<file path="config.mk">
export PLATFORM = sky130hd
export DESIGN_NAME = spm_power_mgr
export DESIGN_NICKNAME = d
export VERILOG_FILES = /design/src/spm_pkg.sv /design/src/spm_tmr_if.sv /design/src/spm_sec_tick.sv /design/src/spm_idle_timer.sv /design/src/spm_power_mgr.sv
export SDC_FILE = /design/constraint.sdc
export NUM_CORES = 1
export LEC_CHECK = 0
export BUFFER_PORTS_ARGS = -buffer_cell sky130_fd_sc_hd__buf_2
export CAP_MARGIN = 10
export CORE_UTILIZATION = 38
export DETAILED_ROUTE_END_ITERATION = 12
export SYNTH_ARGS = -nofsm -noshare
export SYNTH_HDL_FRONTEND = slang
export SYNTH_HIERARCHICAL = 1
export SYNTH_SLANG_ARGS = --single-unit
</file>
<file path="constraint.sdc">
create_clock -name clock -period 3 [get_ports clock]
set_input_delay 0.3 -clock clock [delete_from_list [all_inputs] [get_ports clock]]
set_output_delay 0.3 -clock clock [all_outputs]
set_load 0.02 [all_outputs]
</file>
<file path="src/spm_pkg.sv">
// Constants, register layouts and enumerations of the power state manager.
// Assumes a 250 MHz system clock and a plain byte-addressed register port.
package spm_pkg;

  // Clock rate and the one-second time base
  localparam int unsigned CLK_MHZ = 250;
  localparam int unsigned TICK_S = 1;
  localparam int unsigned TICK_CYC = TICK_S * CLK_MHZ * 1000000;
  localparam int unsigned SEC_PER_MIN = 60;
  localparam int unsigned BTN_HOLD_S = 4;

  // Register byte offsets
  localparam int AW = 8;
  localparam logic [AW-1:0] A_CTRL = 8'h00;
  localparam logic [AW-1:0] A_TMO = 8'h04;
  localparam logic [AW-1:0] A_DEV = 8'h08;
  localparam logic [AW-1:0] A_MON = 8'h0C;
  localparam logic [AW-1:0] A_WAKE = 8'h10;
  localparam logic [AW-1:0] A_ALRM = 8'h14;
  localparam logic [AW-1:0] A_STAT = 8'h18;
  localparam logic [AW-1:0] A_ISTS = 8'h1C;
  localparam logic [AW-1:0] A_IMSK = 8'h20;

  // Modes and states
  typedef enum logic [1:0] {PM_OFF, PM_ON, PM_INST} spm_pm_e;
  typedef enum logic [1:0] {PD_NONE, PD_STBY, PD_SUSP} spm_pd_e;
  typedef enum logic [1:0] {MON_NONE, MON_STBY, MON_SUSP, MON_OFF} spm_mon_e;
  typedef enum logic [1:0] {ST_ON, ST_STBY, ST_SUSP, ST_OFF} spm_st_e;

  // Register layouts
  typedef struct packed {
    logic [22:0] rsv;
    logic [2:0] thr;
    spm_mon_e mon;
    spm_pd_e hdd;
    spm_pd_e vid;
  } spm_dev_s;
  typedef struct packed {
    logic [23:0] rsv;
    logic [3:0] susp;
    logic [3:0] stby;
  } spm_tmo_s;
  typedef struct packed {
    logic [28:0] rsv;
    logic btn_onoff;
    logic alarm_en;
    logic ring_en;
  } spm_wake_s;
  typedef struct packed {
    logic [2:0] rsv3;
    logic [4:0] day;
    logic [2:0] rsv2;
    logic [4:0] hour;
    logic [1:0] rsv1;
    logic [5:0] min;
    logic [1:0] rsv0;
    logic [5:0] sec;
  } spm_alrm_s;

  // Writable bits of each register
  localparam logic [31:0] DEV_WM = 32'h0000_01FF;
  localparam logic [31:0] TMO_WM = 32'h0000_00FF;
  localparam logic [31:0] WAKE_WM = 32'h0000_0007;
  localparam logic [31:0] ALRM_WM = 32'h1F1F_3F3F;

  // Reset values
  localparam logic [2:0] THR_DEF = 3'h4;
  localparam int NSRC = 10;
  localparam logic [NSRC-1:0] MON_DEF = 10'h3F6;
  localparam logic [4:0] ALRM_DAY = 5'h0F;
  localparam logic [4:0] ALRM_HOUR = 5'h0C;
  localparam logic [5:0] ALRM_MIN = 6'h32;
  localparam logic [5:0] ALRM_SEC = 6'h1E;

  // Interrupt status bits
  localparam int IRQ_W = 5;
  localparam int EV_STBY = 0;
  localparam int EV_SUSP = 1;
  localparam int EV_WAKE = 2;
  localparam int EV_OFF = 3;
  localparam int EV_UP = 4;

endpackage

</file>
<file path="src/spm_tmr_if.sv">
// Link between the manager and one inactivity timer.
// Assumes both ends run on the same system clock.
`timescale 1ns/1ns
interface spm_tmr_if;
  logic sec_tick;
  logic run;
  logic reload;
  logic [3:0] limit;
  logic expired;
  modport ctl (output sec_tick, run, reload, limit, input expired);
  modport tmr (input sec_tick, run, reload, limit, output expired);
endinterface

</file>
<file path="src/spm_sec_tick.sv">
// One-cycle pulse once per second, divided down from the system clock.
// Assumes a free-running clock; the count is a parameter for simulation.
`timescale 1ns/1ns
module spm_sec_tick #(
  parameter int unsigned CYC = 250000000
) (
  input wire logic clock, // System clock
  input wire logic rst_n, // Asynchronous reset, active low
  output logic tick // One pulse per second
);
  localparam int CW = $clog2(CYC + 1);
  logic [CW-1:0] cnt_r;
  logic tick_r;

  // Divider counter and pulse
  always_ff @(posedge clock or negedge rst_n) begin
    if (!rst_n) begin
      cnt_r <= '0;
      tick_r <= 1'b0;
    end else begin
      tick_r <= (cnt_r == CW'(CYC - 1));
      if (cnt_r == CW'(CYC - 1)) begin
        cnt_r <= '0;
      end else begin
        cnt_r <= cnt_r + 1'b1;
      end
    end
  end
  assign tick = tick_r;
endmodule

</file>
<file path="src/spm_idle_timer.sv">
// Minute-resolution inactivity timer counted in seconds.
// Assumes sec_tick is a one-cycle pulse; limit 0 disables the timer.
`timescale 1ns/1ns
module spm_idle_timer
  import spm_pkg::*;
#(
  parameter int CW = 10
) (
  input wire logic clock, // System clock
  input wire logic rst_n, // Asynchronous reset, active low
  spm_tmr_if.tmr t // Control and expiry
);
  logic [CW-1:0] cnt_r;
  logic [CW-1:0] target;
  logic done_r;
  logic exp_r;
  logic hit;

  assign target = CW'(t.limit) * CW'(SEC_PER_MIN);
  assign hit = t.run && !t.reload && t.sec_tick && !done_r &&
               (t.limit != '0) && (cnt_r + 1'b1 == target);

  // Count seconds; a reload or stop restarts from zero
  always_ff @(posedge clock or negedge rst_n) begin
    if (!rst_n) begin
      cnt_r <= '0;
      done_r <= 1'b0;
      exp_r <= 1'b0;
    end else begin
      exp_r <= hit;
      if (t.reload || !t.run) begin
        cnt_r <= '0;
        done_r <= 1'b0;
      end else if (t.sec_tick && !done_r) begin
        cnt_r <= cnt_r + 1'b1;
        done_r <= hit;
      end
    end
  end
  assign t.expired = exp_r;
endmodule

</file>
<file path="src/spm_power_mgr.sv">
// Power state manager: full on, standby, suspend and soft off.
// Assumes all inputs synchronous to clock and a plain register port.
`timescale 1ns/1ns

// Function
// - In full on, inactivity for the standby timeout enters standby.
// - In standby, inactivity for the suspend timeout enters suspend.
// - Control is enabled, instant-on or disabled; disabled stops timed moves.
// - Each wake source can be monitored or ignored individually.
// - Monitored activity in standby or suspend returns to full on.
// - Monitored activity reloads both inactivity timers.
// - With control enabled, saving states run the processor clock at the selected fraction.
// - Saving states put video into its selected conserving state.
// - Saving states put the hard disk into its selected state.
// - Saving states signal the selected monitor power state.
// - Suspend function: a short press enters suspend.
// - Suspend function: holding over four seconds turns off.
// - On/off function: any press turns the system off.
// - Ring resume enabled: a ring in soft off powers up.
// - Alarm resume enabled: matching day and time powers up.
// - Alarm fields reset to day 15, 12:50:30.
module spm_power_mgr
#(
  parameter int unsigned TICK_CYCLES = spm_pkg::TICK_CYC
) (
  input wire logic clock, // System clock
  input wire logic rst_n, // Asynchronous reset, active low
  input wire logic [spm_pkg::AW-1:0] addr, // Register byte address
  input wire logic [31:0] wr_data, // Write data
  input wire logic wr_en, // Write strobe
  input wire logic rd_en, // Read strobe
  output logic [31:0] rd_data, // Read data, cycle after rd_en
  input wire logic [spm_pkg::NSRC-1:0] irq_lines, // Activity lines
  input wire logic pwr_btn, // Power button, high when pressed
  input wire logic ring_ind, // Modem ring indication
  input wire logic [4:0] rtc_day, // Clock day of month
  input wire logic [4:0] rtc_hour, // Clock hour
  input wire logic [5:0] rtc_min, // Clock minute
  input wire logic [5:0] rtc_sec, // Clock second
  output spm_pkg::spm_st_e power_state, // Current power state
  output logic sys_on, // Supply enable, low in soft off
  output logic cpu_clk_en, // Processor clock enable
  output spm_pkg::spm_pd_e video_mode, // Video conserving state
  output spm_pkg::spm_pd_e hdd_mode, // Hard disk conserving state
  output spm_pkg::spm_mon_e monitor_saving_state, // Monitor state
  output logic standby_evt, // Pulse on standby entry
  output logic suspend_evt, // Pulse on suspend entry
  output logic irq // Level interrupt
);
  import spm_pkg::*;

  ////////////////////////////////////////////////////////////////////////
  // Declarations
  spm_pm_e pm_r;
  spm_tmo_s tmo_r;
  spm_dev_s dev_r;
  spm_wake_s wake_r;
  spm_alrm_s alrm_r;
  logic [NSRC-1:0] mon_r;
  logic [IRQ_W-1:0] ists_r;
  logic [IRQ_W-1:0] imsk_r;
  logic [IRQ_W-1:0] ev;
  spm_st_e st_r;
  spm_st_e st_nxt;
  logic sec_tick;
  logic act;
  logic sav;
  logic tmo_wr;
  logic btn_prev_r;
  logic btn_lock_r;
  logic [2:0] btn_sec_r;
  logic btn_rise;
  logic btn_fall;
  logic long_hit;
  logic btn_off;
  logic btn_susp;
  logic btn_on;
  logic ring_hit;
  logic alarm_hit;
  logic [2:0] phase_r;
  logic [31:0] rd_data_r;
  spm_st_e state_o_r;
  logic sys_on_r;
  logic cpu_clk_en_r;
  spm_pd_e vid_o_r;
  spm_pd_e hdd_o_r;
  spm_mon_e mon_o_r;
  logic stby_evt_r;
  logic susp_evt_r;
  logic irq_r;

  spm_tmr_if stby_t ();
  spm_tmr_if susp_t ();

  ////////////////////////////////////////////////////////////////////////
  // Time base and timers
  spm_sec_tick #(.CYC(TICK_CYCLES)) u_tick (
    .clock(clock),
    .rst_n(rst_n),
    .tick(sec_tick)
  );

  spm_idle_timer u_stby (
    .clock(clock),
    .rst_n(rst_n),
    .t(stby_t)
  );

  spm_idle_timer u_susp (
    .clock(clock),
    .rst_n(rst_n),
    .t(susp_t)
  );

  // Only monitored lines count as activity
  assign act = |(irq_lines & mon_r);
  assign sav = (st_r == ST_STBY) || (st_r == ST_SUSP);
  assign tmo_wr = wr_en && (addr == A_TMO);

  // The standby timer runs only in full on, the suspend timer only in standby, both with management on
  assign stby_t.sec_tick = sec_tick;
  assign stby_t.run = (pm_r != PM_OFF) && (st_r == ST_ON);
  assign stby_t.reload = act || tmo_wr;
  assign stby_t.limit = tmo_r.stby;
  assign susp_t.sec_tick = sec_tick;
  assign susp_t.run = (pm_r != PM_OFF) && (st_r == ST_STBY);
  assign susp_t.reload = act || tmo_wr;
  assign susp_t.limit = tmo_r.susp;

  ////////////////////////////////////////////////////////////////////////
  // Power button and wake sources
  assign btn_rise = pwr_btn && !btn_prev_r;
  assign btn_fall = !pwr_btn && btn_prev_r;
  assign long_hit = pwr_btn && sec_tick && (btn_sec_r == 3'(BTN_HOLD_S));
  assign btn_off = !btn_lock_r && (st_r != ST_OFF) &&
                   (wake_r.btn_onoff ? btn_rise : long_hit);
  assign btn_susp = !btn_lock_r && !wake_r.btn_onoff && btn_fall &&
                    (btn_sec_r < 3'(BTN_HOLD_S)) &&
                    (st_r != ST_OFF) && (st_r != ST_SUSP);
  assign btn_on = !btn_lock_r && btn_rise && (st_r == ST_OFF);
  assign ring_hit = wake_r.ring_en && ring_ind;
  assign alarm_hit = wake_r.alarm_en && (rtc_day == alrm_r.day) &&
                     (rtc_hour == alrm_r.hour) &&
                     (rtc_min == alrm_r.min) &&
                     (rtc_sec == alrm_r.sec);

  // Held seconds; the lock keeps one press from acting twice
  always_ff @(posedge clock or negedge rst_n) begin
    if (!rst_n) begin
      btn_prev_r <= 1'b0;
      btn_lock_r <= 1'b0;
      btn_sec_r <= '0;
    end else begin
      btn_prev_r <= pwr_btn;
      if (!pwr_btn) begin
        btn_lock_r <= 1'b0;
      end else if (btn_off || btn_on) begin
        btn_lock_r <= 1'b1;
      end
      if (btn_rise) begin
        btn_sec_r <= '0;
      end else if (pwr_btn && sec_tick && btn_sec_r != '1) begin
        btn_sec_r <= btn_sec_r + 1'b1;
      end
    end
  end

  ////////////////////////////////////////////////////////////////////////
  // Power state machine
  // Button requests outrank wake events and timers
  always_comb begin
    st_nxt = st_r;
    case (st_r)
      ST_ON: begin
        if (btn_off) begin
          st_nxt = ST_OFF;
        end else if (btn_susp) begin
          st_nxt = ST_SUSP;
        end else if (stby_t.expired && pm_r != PM_OFF) begin
          st_nxt = ST_STBY;
        end
      end
      ST_STBY: begin
        if (btn_off) begin
          st_nxt = ST_OFF;
        end else if (btn_susp) begin
          st_nxt = ST_SUSP;
        end else if (act) begin
          st_nxt = ST_ON;
        end else if (susp_t.expired && pm_r != PM_OFF) begin
          st_nxt = ST_SUSP;
        end
      end
      ST_SUSP: begin
        if (btn_off) begin
          st_nxt = ST_OFF;
        end else if (act) begin
          st_nxt = ST_ON;
        end
      end
      ST_OFF: begin
        if (ring_hit || alarm_hit || btn_on) begin
          st_nxt = ST_ON;
        end
      end
      default: st_nxt = ST_ON;
    endcase
  end

  // State register; power-on reset lands in full on
  always_ff @(posedge clock or negedge rst_n) begin
    if (!rst_n) begin
      st_r <= ST_ON;
    end else begin
      st_r <= st_nxt;
    end
  end

  ////////////////////////////////////////////////////////////////////////
  // Device outputs
  // Throttle phase: the processor runs thr+1 of every eight cycles
  always_ff @(posedge clock or negedge rst_n) begin
    if (!rst_n) begin
      phase_r <= '0;
    end else begin
      phase_r <= phase_r + 1'b1;
    end
  end

  // State, supply and event outputs follow the next state so they track st_r
  always_ff @(posedge clock or negedge rst_n) begin
    if (!rst_n) begin
      state_o_r <= ST_ON;
      sys_on_r <= 1'b1;
      cpu_clk_en_r <= 1'b1;
      vid_o_r <= PD_NONE;
      hdd_o_r <= PD_NONE;
      mon_o_r <= MON_NONE;
      stby_evt_r <= 1'b0;
      susp_evt_r <= 1'b0;
    end else begin
      state_o_r <= st_nxt;
      sys_on_r <= (st_nxt != ST_OFF);
      // Instant-on keeps full speed to wake faster
      cpu_clk_en_r <= !(sav && pm_r == PM_ON) ||
                      (phase_r <= dev_r.thr);
      vid_o_r <= sav ? dev_r.vid : PD_NONE;
      hdd_o_r <= sav ? dev_r.hdd : PD_NONE;
      mon_o_r <= sav ? dev_r.mon : MON_NONE;
      stby_evt_r <= (st_nxt == ST_STBY) && (st_r != ST_STBY);
      susp_evt_r <= (st_nxt == ST_SUSP) && (st_r != ST_SUSP);
    end
  end

  ////////////////////////////////////////////////////////////////////////
  // Register file
  // Reserved bits are masked so they always read back as zero
  always_ff @(posedge clock or negedge rst_n) begin
    if (!rst_n) begin
      pm_r <= PM_OFF;
      tmo_r <= '0;
      dev_r <= '{rsv: '0, thr: THR_DEF, mon: MON_STBY, hdd: PD_NONE,
                 vid: PD_STBY};
      mon_r <= MON_DEF;
      wake_r <= '0;
      alrm_r <= '{rsv3: '0, day: ALRM_DAY, rsv2: '0, hour: ALRM_HOUR,
                  rsv1: '0, min: ALRM_MIN, rsv0: '0, sec: ALRM_SEC};
      imsk_r <= '0;
    end else if (wr_en) begin
      case (addr)
        A_CTRL: pm_r <= spm_pm_e'(wr_data[1:0]);
        A_TMO: tmo_r <= spm_tmo_s'(wr_data & TMO_WM);
        A_DEV: dev_r <= spm_dev_s'(wr_data & DEV_WM);
        A_MON: mon_r <= wr_data[NSRC-1:0];
        A_WAKE: wake_r <= spm_wake_s'(wr_data & WAKE_WM);
        A_ALRM: alrm_r <= spm_alrm_s'(wr_data & ALRM_WM);
        A_IMSK: imsk_r <= wr_data[IRQ_W-1:0];
        default: ;
      endcase
    end
  end

  // Events; a new event wins over a clear in the same cycle
  assign ev[EV_STBY] = (st_nxt == ST_STBY) && (st_r != ST_STBY);
  assign ev[EV_SUSP] = (st_nxt == ST_SUSP) && (st_r != ST_SUSP);
  assign ev[EV_WAKE] = sav && (st_nxt == ST_ON);
  assign ev[EV_OFF] = (st_nxt == ST_OFF) && (st_r != ST_OFF);
  assign ev[EV_UP] = (st_r == ST_OFF) && (st_nxt == ST_ON);

  always_ff @(posedge clock or negedge rst_n) begin
    if (!rst_n) begin
      ists_r <= '0;
    end else if (wr_en && addr == A_ISTS) begin
      ists_r <= (ists_r & ~wr_data[IRQ_W-1:0]) | ev;
    end else begin
      ists_r <= ists_r | ev;
    end
  end

  // Interrupt level, one cycle behind the status bits
  always_ff @(posedge clock or negedge rst_n) begin
    if (!rst_n) begin
      irq_r <= 1'b0;
    end else begin
      irq_r <= |(ists_r & imsk_r);
    end
  end

  // Read data stands for one cycle only; unmapped reads give zero
  always_ff @(posedge clock or negedge rst_n) begin
    if (!rst_n) begin
      rd_data_r <= '0;
    end else begin
      rd_data_r <= '0;
      if (rd_en) begin
        case (addr)
          A_CTRL: rd_data_r <= 32'(pm_r);
          A_TMO: rd_data_r <= tmo_r;
          A_DEV: rd_data_r <= dev_r;
          A_MON: rd_data_r <= 32'(mon_r);
          A_WAKE: rd_data_r <= wake_r;
          A_ALRM: rd_data_r <= alrm_r;
          A_STAT: rd_data_r <= {29'h0000_0000, pwr_btn, st_r};
          A_ISTS: rd_data_r <= 32'(ists_r);
          A_IMSK: rd_data_r <= 32'(imsk_r);
          default: rd_data_r <= '0;
        endcase
      end
    end
  end

  assign rd_data = rd_data_r;
  assign power_state = state_o_r;
  assign sys_on = sys_on_r;
  assign cpu_clk_en = cpu_clk_en_r;
  assign video_mode = vid_o_r;
  assign hdd_mode = hdd_o_r;
  assign monitor_saving_state = mon_o_r;
  assign standby_evt = stby_evt_r;
  assign suspend_evt = susp_evt_r;
  assign irq = irq_r;
endmodule

</file>
==> impl_metrics.py <==
metrics = {
    "detailed_routing": {
        "post_drt_via_cell_ratio": 5.17,
        "wl_mm": 22.2,
        "drtAntennaViolNets": 0,
        "wire_per_inst_um": 17.3,
        "drtIter0Drc": 375,
        "vias": 6644,
        "drt_first_pass_iters": 5,
        "drc_errors": 0,
    },
    "timing": {
        "rsz0062_at_grt": "true",
        "fmax_mhz": 335,
        "final.period_utilization_pct": 99.6,
        "hold_violations": 0,
        "slew_headroom_pct": 45.9,
        "skew_ns": 0.0147,
        "period_minus_slack_ns": 2.99,
        "final.setup.tns_ns": 0,
        "hold_ws_ns": 0.0759,
        "worst_slew_pin_slew_ns": 0.804,
        "slew_violations": 0,
        "finalSetupViolCount": 0,
    },
    "setup_path": {
        "cp.required_ns": 3.37,
        "setup.worst_path.start_class": "flop",
        "crit_path_end_kind": "flop",
        "path_class": "reg -> reg",
        "crit_chain": "inv_2, fa_1, fa_1, fa_2, xnor2_2, xnor2_1, xnor2_1, nand4_1, nor4_2, a21o_1",
        "crit_arrival_ns": 3.36,
        "ff2ff_path_depth": 10,
        "reg2reg_to": "u_stby/done_r$_DFFE_PN0P_",
        "critical-path-slowest-cell": "fa_1",
        "worstSetupStartpoint": "stby_t.limit[1]$_DFFE_PN0P_",
        "reg2reg_from": "stby_t.limit[1]$_DFFE_PN0P_",
        "crit_path_max_incr_delay_ns": 0.59,
        "crit_fanout": 2,
        "reg2reg_slack_ns": 0.01,
    },
    "synth": {
        "yosys.area.top_type": "dfrtp_1",
        "synth-edff-count": 0,
        "synth_area_leaders": "dfrtp_1, dfstp_2, ha_1, xnor2_1, mux2_2",
        "seq_area_frac_synth_pct": 44.7,
        "synthCells": 822,
        "netlist_area_sq_um": 9140,
        "async_reset_ff_share_pct": 100,
        "synth_flop_cell": "dfrtp_1",
        "synth_common_cells": "dfrtp_1, xnor2_1, inv_1",
        "synth_top_area_share_pct": 37.2,
        "ys_warn_count": 6,
        "syn_area_per_cell_sq_um": 11.1,
        "synth_cell_types": 77,
        "synth.most_common_cell": "dfrtp_1",
        "synth-seq-cells": 162,
    },
    "cells_and_area": {
        "fillers": 2221,
        "drive_gt1_share_pct": 30.6,
        "num_antenna_cells": 0,
        "fin_nets": 1082,
        "fin_area_sq_um": 10800,
        "syn_to_final_growth_pct": 18.3,
    },
    "grt": {
        "grt_util_all_layers_pct": 18.6,
        "grt.busiest_layer": "met2",
        "grt_pass1_vias": 6500,
        "use_met1_pct": 26.0,
        "grt_use_met3_pct": 3.91,
        "grt_max_degree": 98,
        "grt.overflow.total": 0,
        "use_met2_pct": 29.3,
        "antenna_found_initial": 0,
        "grt_pass1_wl_mm": 35.3,
    },
    "die": {
        "rows": 56,
        "fp.coreArea_sq_um": 23500,
        "die_h_um": 157,
        "start_util_pct": 38.8,
        "die-area_sq_um": 24700,
        "num_io_pins": 123,
        "die_w_um": 157,
    },
    "placed_design": {
        "io_buffers": 106,
        "hpwl_mm": 16.3,
        "placed_cell_area_sq_um": 10100,
        "gp_congestion": 0.827,
    },
    "pwr": {
        "ir_drop_mv": 0.347,
        "leakage_uw": 0.00524,
        "p_per_area_nw_per_um2": 492,
    },
    "worst_hold_path": {
        "hold_path_startpoint": "pwr_btn",
        "min_to": "btn_prev_r$_DFF_PN0_",
        "worstHoldPathType": "in -> reg",
        "hold_depth": 1,
    },
    "cts": {
        "cts_tree": "yes",
        "clock_sinks": 162,
        "clk_pin_slew_ns": 0.07,
        "htree_num_levels": 4,
        "worst_skew_pair.late_latency_ns": 0.43,
        "cts_buffers": 17,
        "cts-root-buf": "clkbuf_16",
        "clk_path_buf_depth": 2,
    },
    "run": {
        "maxCapViolations": 0,
    },
    "outcome": {
        "status": "completed",
    },
}
[placed cells by master (no fill, tap or decap), drive strengths merged, types with 24 or more instances in the layout]
cell / instances
dfrtp: 136
buf: 136
mux2: 62
and3: 28
xnor2: 55
dfstp: 26
xor2: 29
nor2: 44
inv: 61
nand4: 24
ha: 42
a21oi: 27
nand2: 49
[cell type report]
type | count | area [sq um] | share of cell area (%)
Sequential cell | 162 | 4090 | 37.8
Inverter | 54 | 203 | 1.87
Tap cell | 319 | 399 | 3.69
Timing Repair Buffer | 137 | 785 | 7.26
Multi-Input combinational cell | 580 | 4730 | 43.7
Clock buffer | 17 | 425 | 3.94
Clock inverter | 15 | 183 | 1.69
[routing by layer]
metal / part of all wire (%) / up-vias
met5: 0 / -
met4: 1.0 / 0
met3: 5.1 / 17
met2: 46 / 183
met1: 48 / 3274
li1: - / 3170
[critical path, delay by kind of cell (launching register included)]
family / cells / cell delay, ns
buf+inv: 1 / 0.05
simple gates: 2 / 0.45
fa+ha+maj: 3 / 1.45
compound gates: 1 / 0.12
xor+xnor: 3 / 0.51
flops: 1 / 0.36
[registers in the layout (all words and copies together) (netlist names), 5 cells and up]
register and cells:
u_stby/cnt_r 10, rd_data 24, dev_r 9, u_susp/cnt_r 10
alrm_r 22, ists_r 5, u_tick/cnt_r 28, imsk_r 5
mon_r 10
[metrics by stage]
stage | worst slack (ns) | utilization [%] | total power (uW) | instances
final | 0.0129 | 45.9 | 5320 | 1284
after global placement | -0.0163 | 43.0 | 3130 | 1250
after global routing | -0.134 | 45.9 | 5550 | 1284
after floorplan | 0.00751 | - | 2830 | 829
after CTS | -0.0299 | 45.7 | 5360 | 1283
after detailed placement | -0.0288 | 43.0 | 3140 | 1250
[worst max-delay path by stage]
stage                                 to  slack [ns]  cells past startpoint
5_1_grt        u_stby/done_r$_DFFE_PN0P_       -0.13                     10
3_5_place_dp   u_susp/done_r$_DFFE_PN0P_       -0.03                     11
2_1_floorplan  u_susp/done_r$_DFFE_PN0P_       0.008                     11
3_3_place_gp   u_susp/done_r$_DFFE_PN0P_       -0.02                     11
4_1_cts        u_susp/done_r$_DFFE_PN0P_       -0.03                     10
6_report       u_stby/done_r$_DFFE_PN0P_        0.01                     10
[power by group]
part	switching, uW	internal, uW	leakage (uW)
clock network	1080	1130	0.000291
registers	81.7	2280	0.00212
logic	444	303	0.00283
[timing repair]
action / CTS / global route
gates resized for setup: 3 / 9
setup endpoints to repair: 3 / 4
pin swaps: 9 / 18
hold endpoints to repair: 18 / 0
setup buffers: 0 / 1
hold buffers: 1 / 0
[logic make-up after synthesis]
group                    after synthesis  share of synthesized area [%]
other                                  1                         0.0410
adder cells (fa/ha/maj)               52                           7.94
AO/OA/AOI/OAI                        123                           9.93
multiplexers                          64                           8.76
flip-flops                           162                           44.7
buffers and inverters                 87                           4.41
AND/OR/NAND/NOR                      247                           15.7
XOR/XNOR                              86                           8.54
(Power assumes the default switching activity.)
